**config.mk**
```make
export PLATFORM = sky130hd
export DESIGN_NAME = sehier_top
export DESIGN_NICKNAME = d
export VERILOG_FILES = /design/src/sehier_pkg.sv /design/src/sehier_scpi_reg.sv /design/src/sehier_top.sv
export SDC_FILE = /design/constraint.sdc
export NUM_CORES = 1
export LEC_CHECK = 0
export BUFFER_PORTS_ARGS = -buffer_cell sky130_fd_sc_hd__buf_2
export CORE_MARGIN = 8
export CORE_UTILIZATION = 37
export CTS_BUF_LIST = sky130_fd_sc_hd__clkbuf_16
export CTS_CLUSTER_SIZE = 20
export DETAILED_ROUTE_END_ITERATION = 7
export GPL_TIMING_DRIVEN = 1
export REMOVE_ABC_BUFFERS = 1
export SLEW_MARGIN = 20
export SYNTH_ARGS = -nofsm -noshare
export SYNTH_HDL_FRONTEND = slang
export SYNTH_SLANG_ARGS = --single-unit
```
**constraint.sdc**
```tcl
create_clock -name clk_sys -period 2.65 [get_ports clk_sys]
set_clock_uncertainty 0.1 [all_clocks]
set_input_delay 0.1325 -clock clk_sys [delete_from_list [all_inputs] [get_ports clk_sys]]
set_output_delay 0.1325 -clock clk_sys [all_outputs]
set_load 0.02 [all_outputs]
```
**src/sehier_pkg.sv**
```systemverilog
// package: shared constants and types for the status event hierarchy
//
// What this block does
// - each status register has five independent 16-bit parts, same bit per source
// - bit 15 always reads zero in every part
// - live condition bits come from synchronised hardware inputs or lower sum bits
// - live condition is read-only; writes ignored; reads change nothing
// - rising edge of a condition bit sets its event bit only if rising filter set
// - falling edge of a condition bit sets its event bit only if falling filter set
// - both filters are host read/write; reading leaves them unchanged
// - event part latches filtered transitions until the host reads it
// - event part is read-only; reading it clears all bits except hits arriving in the read cycle
// - sum bit is OR of event bits ANDed with enable mask
// - enable mask is host read/write; reading leaves it unchanged
// - sum bit is continuous and drives a condition bit of the higher register
// - summary byte collects standard event, operation and questionable summaries
// - state kept in host-readable status registers; the error queue is outside, only its nonempty flag enters
// - bit 6 is master summary; mask bit 6 ignored; request on enabled rise
// - parallel-poll flag is OR of summary byte ANDed with poll mask, bit 6 included
// - summary bits 2, 4, 5 show error queue, waiting message, standard event
package sehier_pkg;

  // ----------------------------------------------------------------
  // register parts
  // ----------------------------------------------------------------
  localparam int SEHIER_W = 16;
  localparam logic [15:0] SEHIER_LIVE_MASK = 16'h7fff;
  localparam logic [15:0] SEHIER_RISE_RST = 16'h7fff;
  localparam logic [15:0] SEHIER_FALL_RST = 16'h0000;
  localparam logic [15:0] SEHIER_EVT_RST = 16'h0000;
  localparam logic [15:0] SEHIER_MASK_RST = 16'h0000;

  // part select of a status register access
  localparam logic [2:0] SEHIER_PART_LIVE = 3'h0;
  localparam logic [2:0] SEHIER_PART_RISE = 3'h1;
  localparam logic [2:0] SEHIER_PART_FALL = 3'h2;
  localparam logic [2:0] SEHIER_PART_EVT = 3'h3;
  localparam logic [2:0] SEHIER_PART_MASK = 3'h4;

  // register select
  localparam logic [2:0] SEHIER_REG_OPER = 3'h0;
  localparam logic [2:0] SEHIER_REG_QUES = 3'h1;
  localparam logic [2:0] SEHIER_REG_DEV = 3'h2;
  localparam logic [2:0] SEHIER_REG_STDEV = 3'h3;
  localparam logic [2:0] SEHIER_REG_SUMMARY = 3'h4;
  localparam int SEHIER_NREG = 3;

  // summary byte bits
  localparam int SEHIER_SB_DEV = 1;
  localparam int SEHIER_SB_ERRQ = 2;
  localparam int SEHIER_SB_QUES = 3;
  localparam int SEHIER_SB_MSG = 4;
  localparam int SEHIER_SB_STDEV = 5;
  localparam int SEHIER_SB_MSS = 6;
  localparam int SEHIER_SB_OPER = 7;

  // summary group part selects
  localparam logic [2:0] SEHIER_SP_BYTE = 3'h0;
  localparam logic [2:0] SEHIER_SP_SRQ_MASK = 3'h1;
  localparam logic [2:0] SEHIER_SP_POLL_MASK = 3'h2;
  localparam logic [2:0] SEHIER_SP_STD_FLAGS = 3'h3;
  localparam logic [2:0] SEHIER_SP_STD_MASK = 3'h4;

  // ----------------------------------------------------------------
  // host command and answer carriers
  // ----------------------------------------------------------------
  typedef struct packed {
    logic valid;
    logic write;
    logic [2:0] reg_sel;
    logic [2:0] part;
    logic [15:0] wdata;
  } sehier_cmd_s;

  typedef struct packed {
    logic valid;
    logic [15:0] rdata;
  } sehier_rsp_s;

endpackage

```
**src/sehier_scpi_reg.sv**
```systemverilog
// module: one five-part status register with transition filters and sum bit
`timescale 1ns/10ps
`default_nettype none
module sehier_scpi_reg
  import sehier_pkg::*;
(
  input wire logic clk_sys,
  input wire logic resetn,
  input wire logic [15:0] live_in,
  input wire logic wr_rise,
  input wire logic wr_fall,
  input wire logic wr_mask,
  input wire logic rd_evt,
  input wire logic [15:0] wdata,
  output logic [15:0] live_condition,
  output logic [15:0] rising_filter,
  output logic [15:0] falling_filter,
  output logic [15:0] latched_events,
  output logic [15:0] event_mask,
  output logic sum_bit
);

  logic [15:0] prev_live;
  logic [15:0] rise_hit;
  logic [15:0] fall_hit;

  // live part follows hardware, never written by the host
  assign live_condition = live_in & SEHIER_LIVE_MASK;

  always_ff @(posedge clk_sys or negedge resetn) begin
    if (!resetn) begin
      prev_live <= 16'h0000;
    end else begin
      prev_live <= live_condition;
    end
  end

  assign rise_hit = live_condition & ~prev_live & rising_filter;
  assign fall_hit = ~live_condition & prev_live & falling_filter;

  always_ff @(posedge clk_sys or negedge resetn) begin
    if (!resetn) begin
      rising_filter <= SEHIER_RISE_RST;
      falling_filter <= SEHIER_FALL_RST;
      event_mask <= SEHIER_MASK_RST;
    end else begin
      if (wr_rise) begin
        rising_filter <= wdata & SEHIER_LIVE_MASK;
      end
      if (wr_fall) begin
        falling_filter <= wdata & SEHIER_LIVE_MASK;
      end
      if (wr_mask) begin
        event_mask <= wdata & SEHIER_LIVE_MASK;
      end
    end
  end

  // new hits are ORed after the clear so a simultaneous event survives
  always_ff @(posedge clk_sys or negedge resetn) begin
    if (!resetn) begin
      latched_events <= SEHIER_EVT_RST;
    end else if (rd_evt) begin
      latched_events <= (rise_hit | fall_hit) & SEHIER_LIVE_MASK;
    end else begin
      latched_events <= (latched_events | rise_hit | fall_hit) & SEHIER_LIVE_MASK;
    end
  end

  assign sum_bit = |(latched_events & event_mask);

endmodule
`default_nettype wire

```
**src/sehier_top.sv**
```systemverilog
// module: status event hierarchy top with summary byte, service request and poll flag
`timescale 1ns/10ps
`default_nettype none
module sehier_top (
  input wire logic clk_sys,
  input wire logic resetn,
  input wire sehier_pkg::sehier_cmd_s host_cmd,
  output sehier_pkg::sehier_rsp_s host_rsp,
  input wire logic [15:0] oper_src,
  input wire logic [15:0] ques_src,
  input wire logic [15:0] dev_src,
  input wire logic [7:0] std_event_pulse,
  input wire logic error_queue_nonempty,
  input wire logic message_waiting,
  output logic service_request,
  output logic poll_flag
);
  import sehier_pkg::*;

  // ----------------------------------------------------------------
  // pin synchronisers (three stages, change when stages 2 and 3 agree)
  // ----------------------------------------------------------------
  localparam int PINW = 16 * 3 + 8 + 2;
  logic [PINW-1:0] pin_raw;
  logic [PINW-1:0] sync_a;
  logic [PINW-1:0] sync_b;
  logic [PINW-1:0] sync_c;
  logic [PINW-1:0] pin_q;

  assign pin_raw = {oper_src, ques_src, dev_src, std_event_pulse,
                    error_queue_nonempty, message_waiting};

  always_ff @(posedge clk_sys or negedge resetn) begin
    if (!resetn) begin
      sync_a <= '0;
      sync_b <= '0;
      sync_c <= '0;
    end else begin
      sync_a <= pin_raw;
      sync_b <= sync_a;
      sync_c <= sync_b;
    end
  end

  always_ff @(posedge clk_sys or negedge resetn) begin
    if (!resetn) begin
      pin_q <= '0;
    end else begin
      for (int i = 0; i < PINW; i++) begin
        if (sync_b[i] == sync_c[i]) begin
          pin_q[i] <= sync_c[i];
        end
      end
    end
  end

  logic [15:0] oper_q;
  logic [15:0] ques_q;
  logic [15:0] dev_q;
  logic [7:0] std_q;
  logic errq_q;
  logic msg_q;
  assign {oper_q, ques_q, dev_q, std_q, errq_q, msg_q} = pin_q;

  // ----------------------------------------------------------------
  // command decode
  // ----------------------------------------------------------------
  function automatic logic hit(input sehier_cmd_s c, input logic wr, input logic [2:0] r,
                               input logic [2:0] p);
    hit = c.valid && (c.write == wr) && (c.reg_sel == r) && (c.part == p);
  endfunction

  // ----------------------------------------------------------------
  // status registers: operation, questionable, device
  // ----------------------------------------------------------------
  logic [15:0] reg_live [SEHIER_NREG];
  logic [15:0] reg_rise [SEHIER_NREG];
  logic [15:0] reg_fall [SEHIER_NREG];
  logic [15:0] reg_evt [SEHIER_NREG];
  logic [15:0] reg_mask [SEHIER_NREG];
  logic [SEHIER_NREG-1:0] reg_sum;
  logic [15:0] reg_src [SEHIER_NREG];

  // device summary enters the questionable register as a lower-level sum
  assign reg_src[0] = oper_q;
  assign reg_src[1] = {ques_q[15:1], reg_sum[2]};
  assign reg_src[2] = dev_q;

  for (genvar g = 0; g < SEHIER_NREG; g++) begin : g_reg
    sehier_scpi_reg u_reg (
      .clk_sys(clk_sys),
      .resetn(resetn),
      .live_in(reg_src[g]),
      .wr_rise(hit(host_cmd, 1'b1, 3'(g), SEHIER_PART_RISE)),
      .wr_fall(hit(host_cmd, 1'b1, 3'(g), SEHIER_PART_FALL)),
      .wr_mask(hit(host_cmd, 1'b1, 3'(g), SEHIER_PART_MASK)),
      .rd_evt(hit(host_cmd, 1'b0, 3'(g), SEHIER_PART_EVT)),
      .wdata(host_cmd.wdata),
      .live_condition(reg_live[g]),
      .rising_filter(reg_rise[g]),
      .falling_filter(reg_fall[g]),
      .latched_events(reg_evt[g]),
      .event_mask(reg_mask[g]),
      .sum_bit(reg_sum[g])
    );
  end

  // ----------------------------------------------------------------
  // standard event flags and mask
  // ----------------------------------------------------------------
  logic [7:0] standard_event_flags;
  logic [7:0] standard_event_mask;
  logic std_rd;
  assign std_rd = hit(host_cmd, 1'b0, SEHIER_REG_SUMMARY, SEHIER_SP_STD_FLAGS);

  // flags are sticky; a pulse in the read cycle stays set
  always_ff @(posedge clk_sys or negedge resetn) begin
    if (!resetn) begin
      standard_event_flags <= 8'h00;
    end else if (std_rd) begin
      standard_event_flags <= std_q;
    end else begin
      standard_event_flags <= standard_event_flags | std_q;
    end
  end

  always_ff @(posedge clk_sys or negedge resetn) begin
    if (!resetn) begin
      standard_event_mask <= 8'h00;
    end else if (hit(host_cmd, 1'b1, SEHIER_REG_SUMMARY, SEHIER_SP_STD_MASK)) begin
      standard_event_mask <= host_cmd.wdata[7:0];
    end
  end

  // ----------------------------------------------------------------
  // summary byte, service request and parallel poll
  // ----------------------------------------------------------------
  logic [7:0] service_request_mask;
  logic [7:0] parallel_poll_mask;
  logic [7:0] sum_raw;
  logic [7:0] top_summary_byte;
  logic master_summary_bit;
  logic [7:0] prev_enabled;
  logic [7:0] enabled_now;

  always_comb begin
    sum_raw = 8'h00;
    sum_raw[SEHIER_SB_DEV] = reg_sum[2];
    sum_raw[SEHIER_SB_ERRQ] = errq_q;
    sum_raw[SEHIER_SB_QUES] = reg_sum[1];
    sum_raw[SEHIER_SB_MSG] = msg_q;
    sum_raw[SEHIER_SB_STDEV] = |(standard_event_flags & standard_event_mask);
    sum_raw[SEHIER_SB_OPER] = reg_sum[0];
  end

  // mask bit 6 ignored when forming the master summary
  assign enabled_now = sum_raw & service_request_mask & ~(8'h01 << SEHIER_SB_MSS);
  assign master_summary_bit = |enabled_now;

  always_comb begin
    top_summary_byte = sum_raw;
    top_summary_byte[SEHIER_SB_MSS] = master_summary_bit;
  end

  always_ff @(posedge clk_sys or negedge resetn) begin
    if (!resetn) begin
      service_request_mask <= 8'h00;
      parallel_poll_mask <= 8'h00;
    end else begin
      if (hit(host_cmd, 1'b1, SEHIER_REG_SUMMARY, SEHIER_SP_SRQ_MASK)) begin
        service_request_mask <= host_cmd.wdata[7:0];
      end
      if (hit(host_cmd, 1'b1, SEHIER_REG_SUMMARY, SEHIER_SP_POLL_MASK)) begin
        parallel_poll_mask <= host_cmd.wdata[7:0];
      end
    end
  end

  // request pulses for one cycle whenever any enabled bit rises; bits rising together give one pulse
  always_ff @(posedge clk_sys or negedge resetn) begin
    if (!resetn) begin
      prev_enabled <= 8'h00;
      service_request <= 1'b0;
    end else begin
      prev_enabled <= enabled_now;
      service_request <= |(enabled_now & ~prev_enabled);
    end
  end

  always_ff @(posedge clk_sys or negedge resetn) begin
    if (!resetn) begin
      poll_flag <= 1'b0;
    end else begin
      poll_flag <= |(top_summary_byte & parallel_poll_mask);
    end
  end

  // ----------------------------------------------------------------
  // read answer, one cycle after the command
  // ----------------------------------------------------------------
  function automatic logic [15:0] part_of(input logic [2:0] p, input logic [15:0] lv,
                                          input logic [15:0] ri, input logic [15:0] fa,
                                          input logic [15:0] ev, input logic [15:0] mk);
    case (p)
      SEHIER_PART_LIVE: part_of = lv;
      SEHIER_PART_RISE: part_of = ri;
      SEHIER_PART_FALL: part_of = fa;
      SEHIER_PART_EVT: part_of = ev;
      SEHIER_PART_MASK: part_of = mk;
      default: part_of = 16'h0000;
    endcase
  endfunction

  logic [15:0] next_rdata;

  always_comb begin
    next_rdata = 16'h0000;
    case (host_cmd.reg_sel)
      SEHIER_REG_OPER, SEHIER_REG_QUES, SEHIER_REG_DEV: begin
        next_rdata = part_of(host_cmd.part, reg_live[host_cmd.reg_sel[1:0]],
                             reg_rise[host_cmd.reg_sel[1:0]],
                             reg_fall[host_cmd.reg_sel[1:0]],
                             reg_evt[host_cmd.reg_sel[1:0]],
                             reg_mask[host_cmd.reg_sel[1:0]]);
      end
      SEHIER_REG_SUMMARY: begin
        case (host_cmd.part)
          SEHIER_SP_BYTE: next_rdata = {8'h00, top_summary_byte};
          SEHIER_SP_SRQ_MASK: next_rdata = {8'h00, service_request_mask & 8'hbf};
          SEHIER_SP_POLL_MASK: next_rdata = {8'h00, parallel_poll_mask};
          SEHIER_SP_STD_FLAGS: next_rdata = {8'h00, standard_event_flags};
          SEHIER_SP_STD_MASK: next_rdata = {8'h00, standard_event_mask};
          default: next_rdata = 16'h0000;
        endcase
      end
      default: next_rdata = 16'h0000;
    endcase
  end

  always_ff @(posedge clk_sys or negedge resetn) begin
    if (!resetn) begin
      host_rsp <= '0;
    end else begin
      host_rsp.valid <= host_cmd.valid && !host_cmd.write;
      host_rsp.rdata <= (host_cmd.valid && !host_cmd.write) ? (next_rdata & 16'h7fff) : 16'h0000;
    end
  end

endmodule
`default_nettype wire

```
# --- Yosys cells after proc, flatten, opt, wreduce, memory -nomap -nowiden ---
# Cells that the tools add are included.
classes:
  bitwise: 38
  n_lt_le_gt_ge: 1
  n_reduce_logical: 38
  eq_ne: 61
  n_mux: 23
op_table:
  columns: ["op", "count"]
  rows:
  - ["$and 15x15->15", 15]
  - ["$mux 15", 14]
  - ["$bmux 16 s2", 5]
  - ["$or 15x15->15", 9]
  - ["$not 15->15", 6]
  - ["$pmux 15 s5", 1]
  - ["$eq 1x1->1", 54]
  - ["$reduce_or 16->1", 3]
  - ["$pmux 8 s5", 1]
  - ["$and 8x8->8", 4]
  - ["$pmux 15 s2", 1]
  - ["$logic_and 1x1->1", 27]
  - ["$reduce_or 8->1", 3]
  - ["$eq 3x2->1 const B", 3]
  - ["$mux 8", 1]
  - ["$not 8->8", 1]
  - ["$or 8x8->8", 1]
  - ["$reduce_or 7->1", 1]
  - ["$eq 3x1->1 const B", 2]
  - ["$eq 3x3->1 const B", 2]
  - ["$logic_not 3->1", 2]
  - ["$ge 3x3->1 const B", 1]
  - ["$not 2->3", 1]
  - ["$reduce_or 3->1", 1]
  - ["2 further kinds", 2]
word_totals:
  input_bits: 84
  regBits: 507
  output_inout_bits: 19
  word_cells: 242

# --- Depth between registers and ports, before layout ---
# Gate-level depths: netlist (run 1).
depth:
  depth_word: 8
  depth_mapped: 10
  ltp_nobuf: 6

# --- By module ---
# From an unflattened synthesis (run 1), not the netlist that was laid out.
unflattened:
  cells_unflattened: 1452
  area_unflattened_um2: 20031.7
by_module_without_submodules:
  columns: ["module", "cells_each", "seq_area_each_um2", "area_per_inst_um2", "instances"]
  rows:
  - ["sehier_top", 798, 7081.8, 10861.7, 1]
  - ["sehier_scpi_reg", 218, 1895.6, 3056.7, 3]

# --- Worst setup path before layout (run 1) ---
# OpenSTA, ideal clock, no wires.
synth_timing:
  path_kind: "reg-to-reg"
  start: "register g_reg[2].u_reg.latched_events[8]"
  end: "register host_rsp[0] in the netlist's numbering"
  setup_ns: 0.131
  required_ns: 2.419
  period_less_slack_ns: 1.884
  arrival_time_ns: 1.653
  stages_incl_launch_ff: 7
  setup_slack_ns: 0.766
  n_path_buf: 0
  cell_sequence: "dfrtp_1 a22o_1 a221oi_1 nand4_2 a222oi_1 nor4_1 or3_1"
synth_between:
  elab_chain_len: 8
synth_rtl:
  columns: ["item", "line_no", "text"]
  rows:
  - ["start: declaration", "sehier_scpi_reg.sv:18", "output logic [15:0] latched_events,"]
  - ["start signal: assignment", "sehier_scpi_reg.sv:64", "latched_events <= (rise_hit | fall_hit) & SEHIER_LIVE_MASK;"]
  - ["start signal: assignment", "sehier_scpi_reg.sv:66", "latched_events <= (latched_events | rise_hit | fall_hit) & SEHIER_LIVE_MASK;"]
  - ["$and 15x15->15", "sehier_scpi_reg.sv:70", "assign sum_bit = |(latched_events & event_mask);"]
  - ["$reduce_or 16->1", "sehier_scpi_reg.sv:70", null]
  - ["via g_reg[1].u_reg.live_condition[0]", "sehier_scpi_reg.sv:15", "output logic [15:0] live_condition,"]
  - ["$bmux 16 s2", "sehier_top.sv:220", "next_rdata = part_of(host_cmd.part, reg_live[host_cmd.reg_sel[1:0]],"]
  - ["$mux 15 (not written as such) (2 in series)", "sehier_top.sv:220", null]
  - ["$pmux 15 s5", "sehier_top.sv:204", "case (p)"]
  - ["$pmux 15 s2", "sehier_top.sv:218", "case (host_cmd.reg_sel)"]
  - ["$mux 15", "sehier_top.sv:245", "host_rsp.rdata <= (host_cmd.valid && !host_cmd.write) ? (next_rdata & 16'h7fff) : 16'h0000;"]
  - ["end: declaration", "sehier_top.sv:8", "output sehier_pkg::sehier_rsp_s host_rsp,"]
# The timed path passes the listed nets, and every way through them passes these cells. The select of a mux whose other input is x is not followed.
# A chain may end at the register's enable or synchronous reset.

# --- Final worst setup path (run 1) ---
layout_timing:
  start: "register g_reg[1].u_reg.event_mask[12]"
  end: "register poll_flag"
layout_between:
  elab_chain_len: 6
layout_rtl:
  columns: ["item", "line_no", "text"]
  rows:
  - ["start: declaration", "sehier_scpi_reg.sv:19", "output logic [15:0] event_mask,"]
  - ["start signal: assignment", "sehier_scpi_reg.sv:54", "event_mask <= wdata & SEHIER_LIVE_MASK;"]
  - ["$and 15x15->15 (*)", "sehier_scpi_reg.sv:70", null]
  - ["$reduce_or 16->1 (*)", "sehier_scpi_reg.sv:70", null]
  - ["$and 8x8->8", "sehier_top.sv:157", "assign enabled_now = sum_raw & service_request_mask & ~(8'h01 << SEHIER_SB_MSS);"]
  - ["$reduce_or 7->1", "sehier_top.sv:158", "assign master_summary_bit = |enabled_now;"]
  - ["$and 8x8->8 (*)", "sehier_top.sv:194", "poll_flag <= |(top_summary_byte & parallel_poll_mask);"]
  - ["$reduce_or 8->1 (*)", "sehier_top.sv:194", null]
  - ["end signal: assignment", "sehier_top.sv:194", null]
  - ["end: declaration", "sehier_top.sv:16", "output logic poll_flag"]
# Mark *: on every way between the ends. The rest lies on a longest branch, timed or not.

==> results_dict.tcl, run 1 <==
set metrics [dict create \
    cap_viol_max_count 0 \
    ys_seq_elements 496 \
    leakage_nw 10.30 \
    synth_flop_cell "dfrtp_1" \
    hpwl_um 33200 \
    clock-sinks 496 \
    first_global_vias 12870 \
    overflow 0 \
    finalCritPeriodShare 0.8374 \
    finalHoldViolCount 0 \
    worstSetupPathType "flop to flop" \
    grt_pass1_wl_um 77180 \
    postCtsSetupRepairBufs 0 \
    fp.dieArea_um2 59150 \
    hold_path.class "primary input to flop" \
    path_clk_slew_ns 0.06 \
    avgViaCountPerCell 5.195 \
    fin_ws_ns 0.4309 \
    numCtsBuffers 52 \
    ioPinCount 103 \
    synth_top_area_cell "dfrtp_1" \
    synth-async-reset-ratio 1.000 \
    fmax_mhz 450.6 \
    rsz0062_at_grt "false" \
    cp-start-kind "flop" \
    initial_core_util 0.3731 \
    clk_latency_ns 0.59 \
    cts_root_buf "clkbuf_16" \
    arrival_ns 2.55 \
    cpMaxStageDelayCell "a221oi_1" \
    fp.dieW_um 243.2 \
    cp_slowest_stage_delay_ns 0.46 \
    fin_nets 1691 \
    path_delay_family "compound AO/OA/AOI/OAI gates" \
    end_kind "flop" \
    row_count 83 \
    cts_buffer_depth 3 \
    max-vdd-ir-drop_mv 0.4507 \
    grt_use_total 0.1666 \
    htreeDepth 2 \
    wl_per_cell_um 21.00 \
    setup_viol 0 \
    num_antenna_cells 0 \
    worstPathCellList "a22o_1 > a221oi_1 > a41o_1 > and4_1 > a31o_2 > nand4_1" \
    yosys_warnings 0 \
    worst_pin_slew_ns 0.6454 \
    path_max_fanout 3 \
    synth_area_leaders "dfrtp_1 (59%), mux2_2 (10%), dfstp_2 (6.2%)" \
    slew_headroom 0.5693 \
    drtIter0Drc 841 \
    slew_viol_final 0 \
    crit_required_ns 2.98 \
    dp_worst_setup_slack_ns 0.3624 \
    cts_resized 0 \
    outcome "finished, final reports clean" \
    yosysTopAreaCellShare 0.5908 \
    power_density_nw_per_um2 738.6 \
    final_common_cell "dfrtp_1" \
    vias 12100 \
    syn_avg_cell_area_um2 13.88 \
    seq_area_frac_synth 0.6527 \
    antenna_found_initial 2 \
    port_buffers 96 \
    die_y_um 243.2 \
    synthDistinctLibCells 63 \
    synth_edf_count 0 \
    ant_nets 0 \
    min_period_ns 2.219 \
    tns_ns 0 \
    first_pass_iters 7 \
    drc 0 \
    worst-path-buf-inv 0 \
    tritoncts "done" \
    area_growth_pct 20.99 \
    postSynthCellCount 1376 \
    core_area_um2 51200 \
    ctsHoldBuffers 76 \
    drive_above_1_share 0.2905 \
    syn-cell-area_um2 19100 \
    routed_wl_um 48910 \
    final_cell_mix "dfrtp_1 (451), mux2_2 (173), nand2_1 (145), buf_2 (94), dlygate4sd3_1 (75)" \
    grt_max_degree 67 \
    place.gp.congestion 0.8864 \
]
==> synth_stat cells (2+ instances only) <==
library cell  instances
a211o_1               3
nand2_2               4
mux2i_1              60
nand2_1             145
o21ai_0              42
buf_2                22
nand4_1               5
inv_1                27
o22ai_1               2
nor3_4                3
a22oi_1              33
nand3b_1             45
dfstp_2              45
mux2_1                5
nor2_1               28
a31oi_1               2
nor2_2                4
maj3_1               54
nor3_1                2
buf_6                 5
a222oi_1              6
dfrtp_1             451
o221ai_1             18
or3_1                 2
clkbuf_1             22
mux4_2                3
a21o_1                8
o21ai_1               2
a22o_1                4
mux2_2              173
nor2b_1               2
a211oi_1              6
buf_4                12
a221oi_1             17
nand2b_1              4
and3_1                4
o211ai_1             45
o22a_1                3
a32oi_1               3
a21oi_1              32
==> metrics by stage <==
stage | cells | power, mW | hold WS [ns] | cell area (um^2) | util
detailed placement | 2157 | 10.26 | 0.02891 | 20730 | 0.4049
CTS | 2329 | 17.31 | 0.02948 | 23110 | 0.4514
floorplan | 1314 | 9.429 | -0.2631 | 18760 | -
global placement | 2157 | 10.21 | 0.02921 | 20730 | 0.4049
finish | 2329 | 17.07 | 0.07365 | 23110 | 0.4514
global route | 2329 | 17.84 | 0.05296 | 23110 | 0.4514
==> cell families after synthesis <==
group / count (synthesis) / synth area share
adder cells (fa/ha/maj): 54 / 0.02830
multiplexers: 241 / 0.1399
flip-flops: 496 / 0.6527
AND/OR/NAND/NOR: 260 / 0.06891
buffers and inverters: 90 / 0.02345
other: 1 / 0.0001963
AO/OA/AOI/OAI: 234 / 0.08653
==> cell type report <==
class	count	area (um^2)
Fill cell	4628	28090
Sequential cell	496	12470
Multi-Input combinational cell	790	6186
Timing Repair Buffer	239	1899
Clock buffer	53	1326
Tap cell	680	850.8
Clock inverter	43	276.5
Inverter	28	105.1
==> worst paths after layout <==
kind                                                           start                                          end  slack, ns  cells past startpoint
min reg2reg                                     sync_a[12]$_DFF_PN0_                         sync_b[12]$_DFF_PN0_       0.24                      0
min                                                       dev_src[4]                         sync_a[14]$_DFF_PN0_       0.07                      2
max reg2reg                g_reg[1].u_reg.event_mask[12]$_DFFE_PN0P_                          poll_flag$_DFF_PN0_       0.43                      6
max                        g_reg[1].u_reg.event_mask[12]$_DFFE_PN0P_                          poll_flag$_DFF_PN0_       0.43                      6
max in group asynchronous                                     resetn  g_reg[0].u_reg.rising_filter[7]$_DFFE_PN1P_       1.73                      3
min in group asynchronous                                     resetn  g_reg[1].u_reg.rising_filter[1]$_DFFE_PN1P_       0.13                      2
==> layer usage <==
| layer | global-route usage | part of all wire | wire length, um |
|---|---|---|---|
| met1 | 0.2264 | 0.45 | 22110 |
| met2 | 0.2561 | 0.45 | 21950 |
| met3 | 0.03756 | 0.061 | 2986 |
| met4 | 0.06752 | 0.038 | 1863 |
| met5 | 0 | 0 | 0 |
==> where the power goes <==
group	switching [mW]	internal, mW	total (mW)	leakage (nW)
clock network	2.94	3.91	6.85	0.857
registers	0.502	8.22	8.72	5.87
logic	0.777	0.721	1.50	3.58
==> registers in the layout, indices dropped and copies added (netlist names), 45 cells and up <==
name and flops:
g.u_reg.rising_filter 45, pin_q 54, sync_a 54, g.u_reg.prev_live 45
sync_b 54, g.u_reg.latched_events 45, g.u_reg.event_mask 45, sync_c 54
g.u_reg.falling_filter 45
Note: power is estimated with default switching activity, not from simulation.
==> run 2, diff against run 1 <==
==> constraint.sdc (replaced) <==
create_clock -name clk_sys -period 2.3 [get_ports clk_sys]
set_clock_uncertainty 0.1 [all_clocks]
set_input_delay 0.115 -clock clk_sys [delete_from_list [all_inputs] [get_ports clk_sys]]
set_output_delay 0.115 -clock clk_sys [all_outputs]
set_load 0.02 [all_outputs]
==> run 2 against run 1 <==
  * First-iteration DRC count grew 3.9%
  * Cell count grew 0.73%
  * Routed wire length grew 1.8%
  * Design area grew 0.37%
  * Fmax grew 2.8%
  * Register-to-register slack lost 0.29 ns
  * Clock power grew 12%
  * Combinational power grew 19%
  * Sequential cell count is the same
  * Sequential power grew 16%
  * Critical path depth is the same
  * Critical path type unchanged
  * Critical endpoint is now host_rsp[0]$_DFF_PN0_
  * Largest cell class unchanged
  * Highest routed layer unchanged
==> results_dict.tcl, run 2 (synthesis gave the netlist of run 1 again) <==
set metrics [dict create \
    end_kind "flop" \
    path_max_fanout 3 \
    overflow 0 \
    cp-startpoint "g_reg[2].u_reg.latched_events[5]$_DFF_PN0_" \
    port_buffers 96 \
    place.gp.congestion 0.8950 \
    first_global_vias 12930 \
    antenna_found_initial 1 \
    die_y_um 243.2 \
    fin_nets 1708 \
    clock-sinks 496 \
    wl_per_cell_um 21.23 \
    power_mw 19.50 \
    outcome "finished, final reports clean" \
    initial_core_util 0.3731 \
    core_area_um2 51200 \
    worstPathCellList "a222oi_1 > and3_1 > nand4_2 > a222oi_1 > nor4_1 > or3_1" \
    first_pass_iters 7 \
    cp_slowest_stage_delay_ns 0.46 \
    worstSetupPathType "flop to flop" \
    ff_latch_area_um2 12470 \
    met3_usage 0.03284 \
    dp_worst_setup_slack_ns 0.1297 \
    grtUsageMet1 0.2380 \
    final_cell_area_um2 23200 \
    routed_wl_um 49810 \
    regToRegEndpoint "host_rsp[0]$_DFF_PN0_" \
    drtIter0Drc 874 \
    rsz0062_at_grt "false" \
    finalCritPeriodShare 0.9388 \
    row_count 83 \
    dpl_cell_area_um2 20850 \
    crit_top_cell "a222oi_1" \
    utilization 0.4531 \
    grt_use_total 0.1690 \
    r2r_start "g_reg[2].u_reg.latched_events[5]$_DFF_PN0_" \
    cp-endpoint "host_rsp[0]$_DFF_PN0_" \
    htreeDepth 2 \
    setup_viol 0 \
    min_period_ns 2.159 \
    path_clk_slew_ns 0.06 \
    final_cell_mix "dfrtp_1 (451), mux2_2 (173), nand2_1 (145), buf_2 (94), dlygate4sd3_1 (77)" \
    fp.dieW_um 243.2 \
    grt_max_degree 81 \
    grt-busiest-layer "met2" \
    power_density_nw_per_um2 840.5 \
    final_common_cell "dfrtp_1" \
    cap_viol_max_count 0 \
    cts_root_buf "clkbuf_16" \
    ioPinCount 103 \
    placedCellCount 2171 \
    slew_viol_final 0 \
    area_growth_pct 21.44 \
    multi_input_area_um2 6192 \
    hpwl_um 33950 \
    clk_latency_ns 0.61 \
    cp-start-kind "flop" \
    ant_nets 0 \
    num-fill-cells 4583 \
    tns_ns 0 \
    tritoncts "done" \
    drive_above_1_share 0.2949 \
    fp.dieArea_um2 59150 \
    finalHoldViolCount 0 \
    crit_required_ns 2.67 \
    numCtsBuffers 53 \
    cpMaxStageDelayCell "a222oi_1" \
    worst_pin_slew_ns 0.6154 \
    hold_path.class "primary input to flop" \
    leakage_nw 10.33 \
    vias 12240 \
    drc 0 \
    fin_cells 2346 \
    fin_ws_ns 0.1408 \
    max-vdd-ir-drop_mv 0.6228 \
    postCtsSetupRepairBufs 0 \
    r2r_slack_ns 0.14 \
    avgViaCountPerCell 5.217 \
    fmax_mhz 463.1 \
    r2r_cells 6 \
    slew_headroom 0.5893 \
    arrival_ns 2.53 \
    grt_pass1_wl_um 78580 \
    cts_buffer_depth 3 \
    hold_ws_ns 0.04762 \
    grt.met2_usage 0.2622 \
]
## run 2: cell count changes in the layout (fill, tap and decap cells not counted), sizes merged
cell,change
buf,+14
bufinv,-3
inv,-3
dlygate4sd3,+2
clkinvlp,+1
diode,+1
clkinv,+5
## run 2: worst min path at each step
stage                                                    end  cells after the start   startpoint  slack [ns]
finish                                  sync_a[45]$_DFF_PN0_                      2  oper_src[3]        0.05
global route                            sync_a[47]$_DFF_PN0_                      2  oper_src[5]        0.02
CTS                                     sync_a[29]$_DFF_PN0_                      2  ques_src[3]       0.002
detailed placement                      sync_a[22]$_DFF_PN0_                      1       resetn       -0.03
global placement                        sync_a[22]$_DFF_PN0_                      1       resetn       -0.03
floorplan           g_reg[0].u_reg.event_mask[0]$_DFFE_PN0P_                      0       resetn       -0.28
## run 2: layout make-up
type | instances | area share
Sequential cell | 496 | 0.5375
Multi-Input combinational cell | 790 | 0.2669
Timing Repair Buffer | 255 | 0.08749
Clock buffer | 53 | 0.05717
Tap cell | 680 | 0.03668
Clock inverter | 43 | 0.009601
Inverter | 28 | 0.004531
Antenna cell | 1 | 0.0001079
## run 2: critical path, delay by kind of cell, from the launching register on
kind             cells  cell delay (ns)
flip-flops           1             0.40
AO/OA/AOI/OAI        2             0.74
AND/OR/NAND/NOR      4             0.79
## run 2: timing repair
item / CTS / global route
hold endpoints to repair: 679 / 0
hold buffers: 78 / 0
setup endpoints to repair: 0 / 1
resized for setup: 0 / 1
## run 2: where the power goes
group / internal [mW] / total, mW / switching, mW
Combinational: 0.872 / 1.78 / 0.907
Sequential: 9.47 / 10.1 / 0.589
Clock: 4.18 / 7.66 / 3.47
Total: 14.5 / 19.5 / 4.97
## run 2: per-layer routing
metal | wire length [um] | vias up
li1 | - | 5480
met1 | 23080 | 6345
met2 | 22750 | 335
met3 | 2696 | 80
met4 | 1287 | 0
met5 | 0 | -
==> run 3, diff against run 2 <==
--- a/config.mk
+++ b/config.mk
@@ -6,13 +6,18 @@
 export NUM_CORES = 1
 export LEC_CHECK = 0
 export BUFFER_PORTS_ARGS = -buffer_cell sky130_fd_sc_hd__buf_2
+export CELL_PAD_IN_SITES_DETAIL_PLACEMENT = 1
+export CELL_PAD_IN_SITES_GLOBAL_PLACEMENT = 2
 export CORE_MARGIN = 8
 export CORE_UTILIZATION = 37
 export CTS_BUF_LIST = sky130_fd_sc_hd__clkbuf_16
 export CTS_CLUSTER_SIZE = 20
 export DETAILED_ROUTE_END_ITERATION = 7
 export GPL_TIMING_DRIVEN = 1
+export PLACE_DENSITY_LB_ADDON = 0.1
+export RECOVER_POWER = 25
 export REMOVE_ABC_BUFFERS = 1
+export SKIP_LAST_GASP = 1
 export SLEW_MARGIN = 20
 export SYNTH_ARGS = -nofsm -noshare
 export SYNTH_HDL_FRONTEND = slang
==> run 3 against run 2 <==
  * Routed wire length rose by 14%
  * Via count rose by 1.6%
  * Register-to-register slack got worse by 0.09 ns
  * Design area rose by 3.0%
  * Clock power rose by 13%
  * Critical path depth rose by 2
  * Die area did not move
  * Sequential cell count did not move
  * Global-route usage rose by 2.6 points
  * Combinational power rose by 12%
  * Sequential share of layout area fell by 1.6 points
  * Cell count rose by 2.5%
  * Largest power group unchanged
  * Highest routed layer is now met5
==> results_dict.tcl, run 3 (synthesis gave the netlist of run 1 again) <==
set metrics [dict create \
    grt_pass1_wl_um 88320 \
    worstSetupPathType "flop to flop" \
    holdCritStartpoint "dev_src[2]" \
    dp_worst_setup_slack_ns -0.005697 \
    power_mw 20.72 \
    cts_root_buf "clkbuf_16" \
    drive_above_1_share 0.3202 \
    finalHoldViolCount 0 \
    r2r_start "g_reg[0].u_reg.event_mask[12]$_DFFE_PN0P_" \
    final_common_cell "dfrtp_1" \
    vias 12430 \
    worst_pin_slew_ns 1.148 \
    wl_per_cell_um 23.55 \
    routed_wl_um 56630 \
    cp-start-kind "flop" \
    tritoncts "done" \
    setup_viol 0 \
    holdPathEnd "sync_a[12]$_DFF_PN0_" \
    fin_ws_ns 0.04851 \
    area_growth_pct 25.07 \
    htreeDepth 2 \
    fin_cells 2404 \
    cts_buffer_depth 3 \
    end_kind "flop" \
    path_max_fanout 2 \
    hpwl_um 39100 \
    r2r_slack_ns 0.05 \
    min_period_ns 2.251 \
    num_antenna_cells 0 \
    fin_nets 1762 \
    power_density_nw_per_um2 867.1 \
    finalCritPeriodShare 0.9789 \
    num-fill-cells 5164 \
    drc 0 \
    hold_depth 2 \
    fp.dieW_um 243.2 \
    clockPowerShare 0.419 \
    power_switching_mw 5.180 \
    grt_max_degree 93 \
    clock-sinks 496 \
    ant_nets 0 \
    fp.dieArea_um2 59150 \
    path_clk_slew_ns 0.07 \
    multi_input_area_um2 6192 \
    hold_path.class "primary input to flop" \
    place.gp.congestion 0.8356 \
    dpl_cell_area_um2 21330 \
    final_cell_area_um2 23890 \
    cap_viol_max_count 0 \
    ioPinCount 103 \
    fmax_mhz 444.2 \
    antenna_found_initial 1 \
    initial_core_util 0.3731 \
    final_cell_mix "dfrtp_1 (451), mux2_2 (173), nand2_1 (145), buf_4 (111), buf_2 (94)" \
    avgViaCountPerCell 5.171 \
    core_area_um2 51200 \
    die_y_um 243.2 \
    grt_use_total 0.1947 \
    combPwrFrac 0.096 \
    drtIter0Drc 599 \
    leakage_nw 10.72 \
    arrival_ns 2.61 \
    swShare 0.2500 \
    numCtsBuffers 55 \
    placedCellCount 2220 \
    overflow 0 \
    internal_power_mw 15.54 \
    slew_viol_final 0 \
    row_count 83 \
    crit_required_ns 2.66 \
    regToRegEndpoint "host_rsp[7]$_DFF_PN0_" \
    ff_latch_area_um2 12470 \
    clk_latency_ns 0.61 \
    slew_headroom 0.2347 \
    outcome "finished, final reports clean" \
    port_buffers 96 \
    r2r_cells 8 \
    utilization 0.4666 \
    p_seq_frac 0.485 \
    first_pass_iters 5 \
    first_global_vias 13890 \
    max-vdd-ir-drop_mv 0.5398 \
]
==> run 3: cell types whose count changed in the layout (fill, tap and decap cells not counted), sizes merged <==
cell / delta
buf: +45
clkinv: -5
bufinv: +6
dlygate4sd3: +2
diode: -1
clkbuf: +8
clkinvlp: +2
inv: +1
==> run 3: stage by stage <==
| stage | hold slack (ns) | setup TNS [ns] |
|---|---|---|
| after floorplan | -0.2806 | 0 |
| final | 0.04539 | 0 |
| after global placement | -0.04487 | 0 |
| after global routing | 0.01973 | -0.007387 |
| after CTS | 0.0006034 | 0 |
| after detailed placement | -0.04357 | -0.005697 |
==> run 3: cell type report <==
type                    instances  area share
multi-input cells             790      0.2592
inverters                      28    0.004399
repair buffers                307      0.1040
well taps                     680     0.03561
flip-flops and latches        496      0.5219
clock inverters                47     0.01629
clock buffers                  56     0.05866
==> run 3: critical path: stages, from the launching register on <==
cell      delay, ns
dfrtp_1        0.38
a22o_1         0.27
a221oi_2       0.25
buf_4          0.16
nand4_1        0.20
nand2_1        0.13
a31oi_1        0.08
buf_4          0.14
or3_1          0.39
==> run 3: per-layer routing <==
layer | global-route usage | up-vias | wire (um) | part of all wire
met2 | 0.3026 | 239 | 25990 | 0.46
li1 | - | 5589 | - | -
met5 | 0 | - | 13 | 0.00023
met4 | 0.07070 | 2 | 1839 | 0.032
met3 | 0.03701 | 113 | 2369 | 0.042
met1 | 0.2696 | 6488 | 26420 | 0.47
==> run 3: timing repair <==
action                     CTS  global route
gates cloned                 0             0
setup buffers                0             1
pin swaps                    0             4
hold endpoints to repair   661             0
setup endpoints to repair    1             1
resized for setup            1             0
hold buffers                80             0
==> run 3: power groups by stage <==
stage / Clock (mW) / Combinational, mW / Sequential (mW)
3_5_place_dp: 0 / 1.91 / 10.2
6_report: 8.67 / 2.00 / 10.0
3_3_place_gp: 0 / 1.88 / 10.2
4_1_cts: 8.97 / 2.03 / 10.1
2_1_floorplan: 0 / 0.885 / 9.98
5_1_grt: 9.28 / 2.20 / 10.1
==> run 3: worst max path at each step <==
stage / from / end / slack, ns / cells past startpoint
4_1_cts: g_reg[0].u_reg.event_mask[12]$_DFFE_PN0P_ / host_rsp[7]$_DFF_PN0_ / 0.07 / 8
3_5_place_dp: g_reg[0].u_reg.event_mask[12]$_DFFE_PN0P_ / host_rsp[7]$_DFF_PN0_ / -0.006 / 8
3_3_place_gp: g_reg[0].u_reg.event_mask[12]$_DFFE_PN0P_ / host_rsp[7]$_DFF_PN0_ / 0.05 / 8
2_1_floorplan: host_cmd[19] / host_rsp[6]$_DFF_PN0_ / 0.37 / 5
5_1_grt: g_reg[0].u_reg.latched_events[1]$_DFF_PN0_ / host_rsp[7]$_DFF_PN0_ / -0.007 / 7
6_report: g_reg[0].u_reg.event_mask[12]$_DFFE_PN0P_ / host_rsp[7]$_DFF_PN0_ / 0.05 / 8
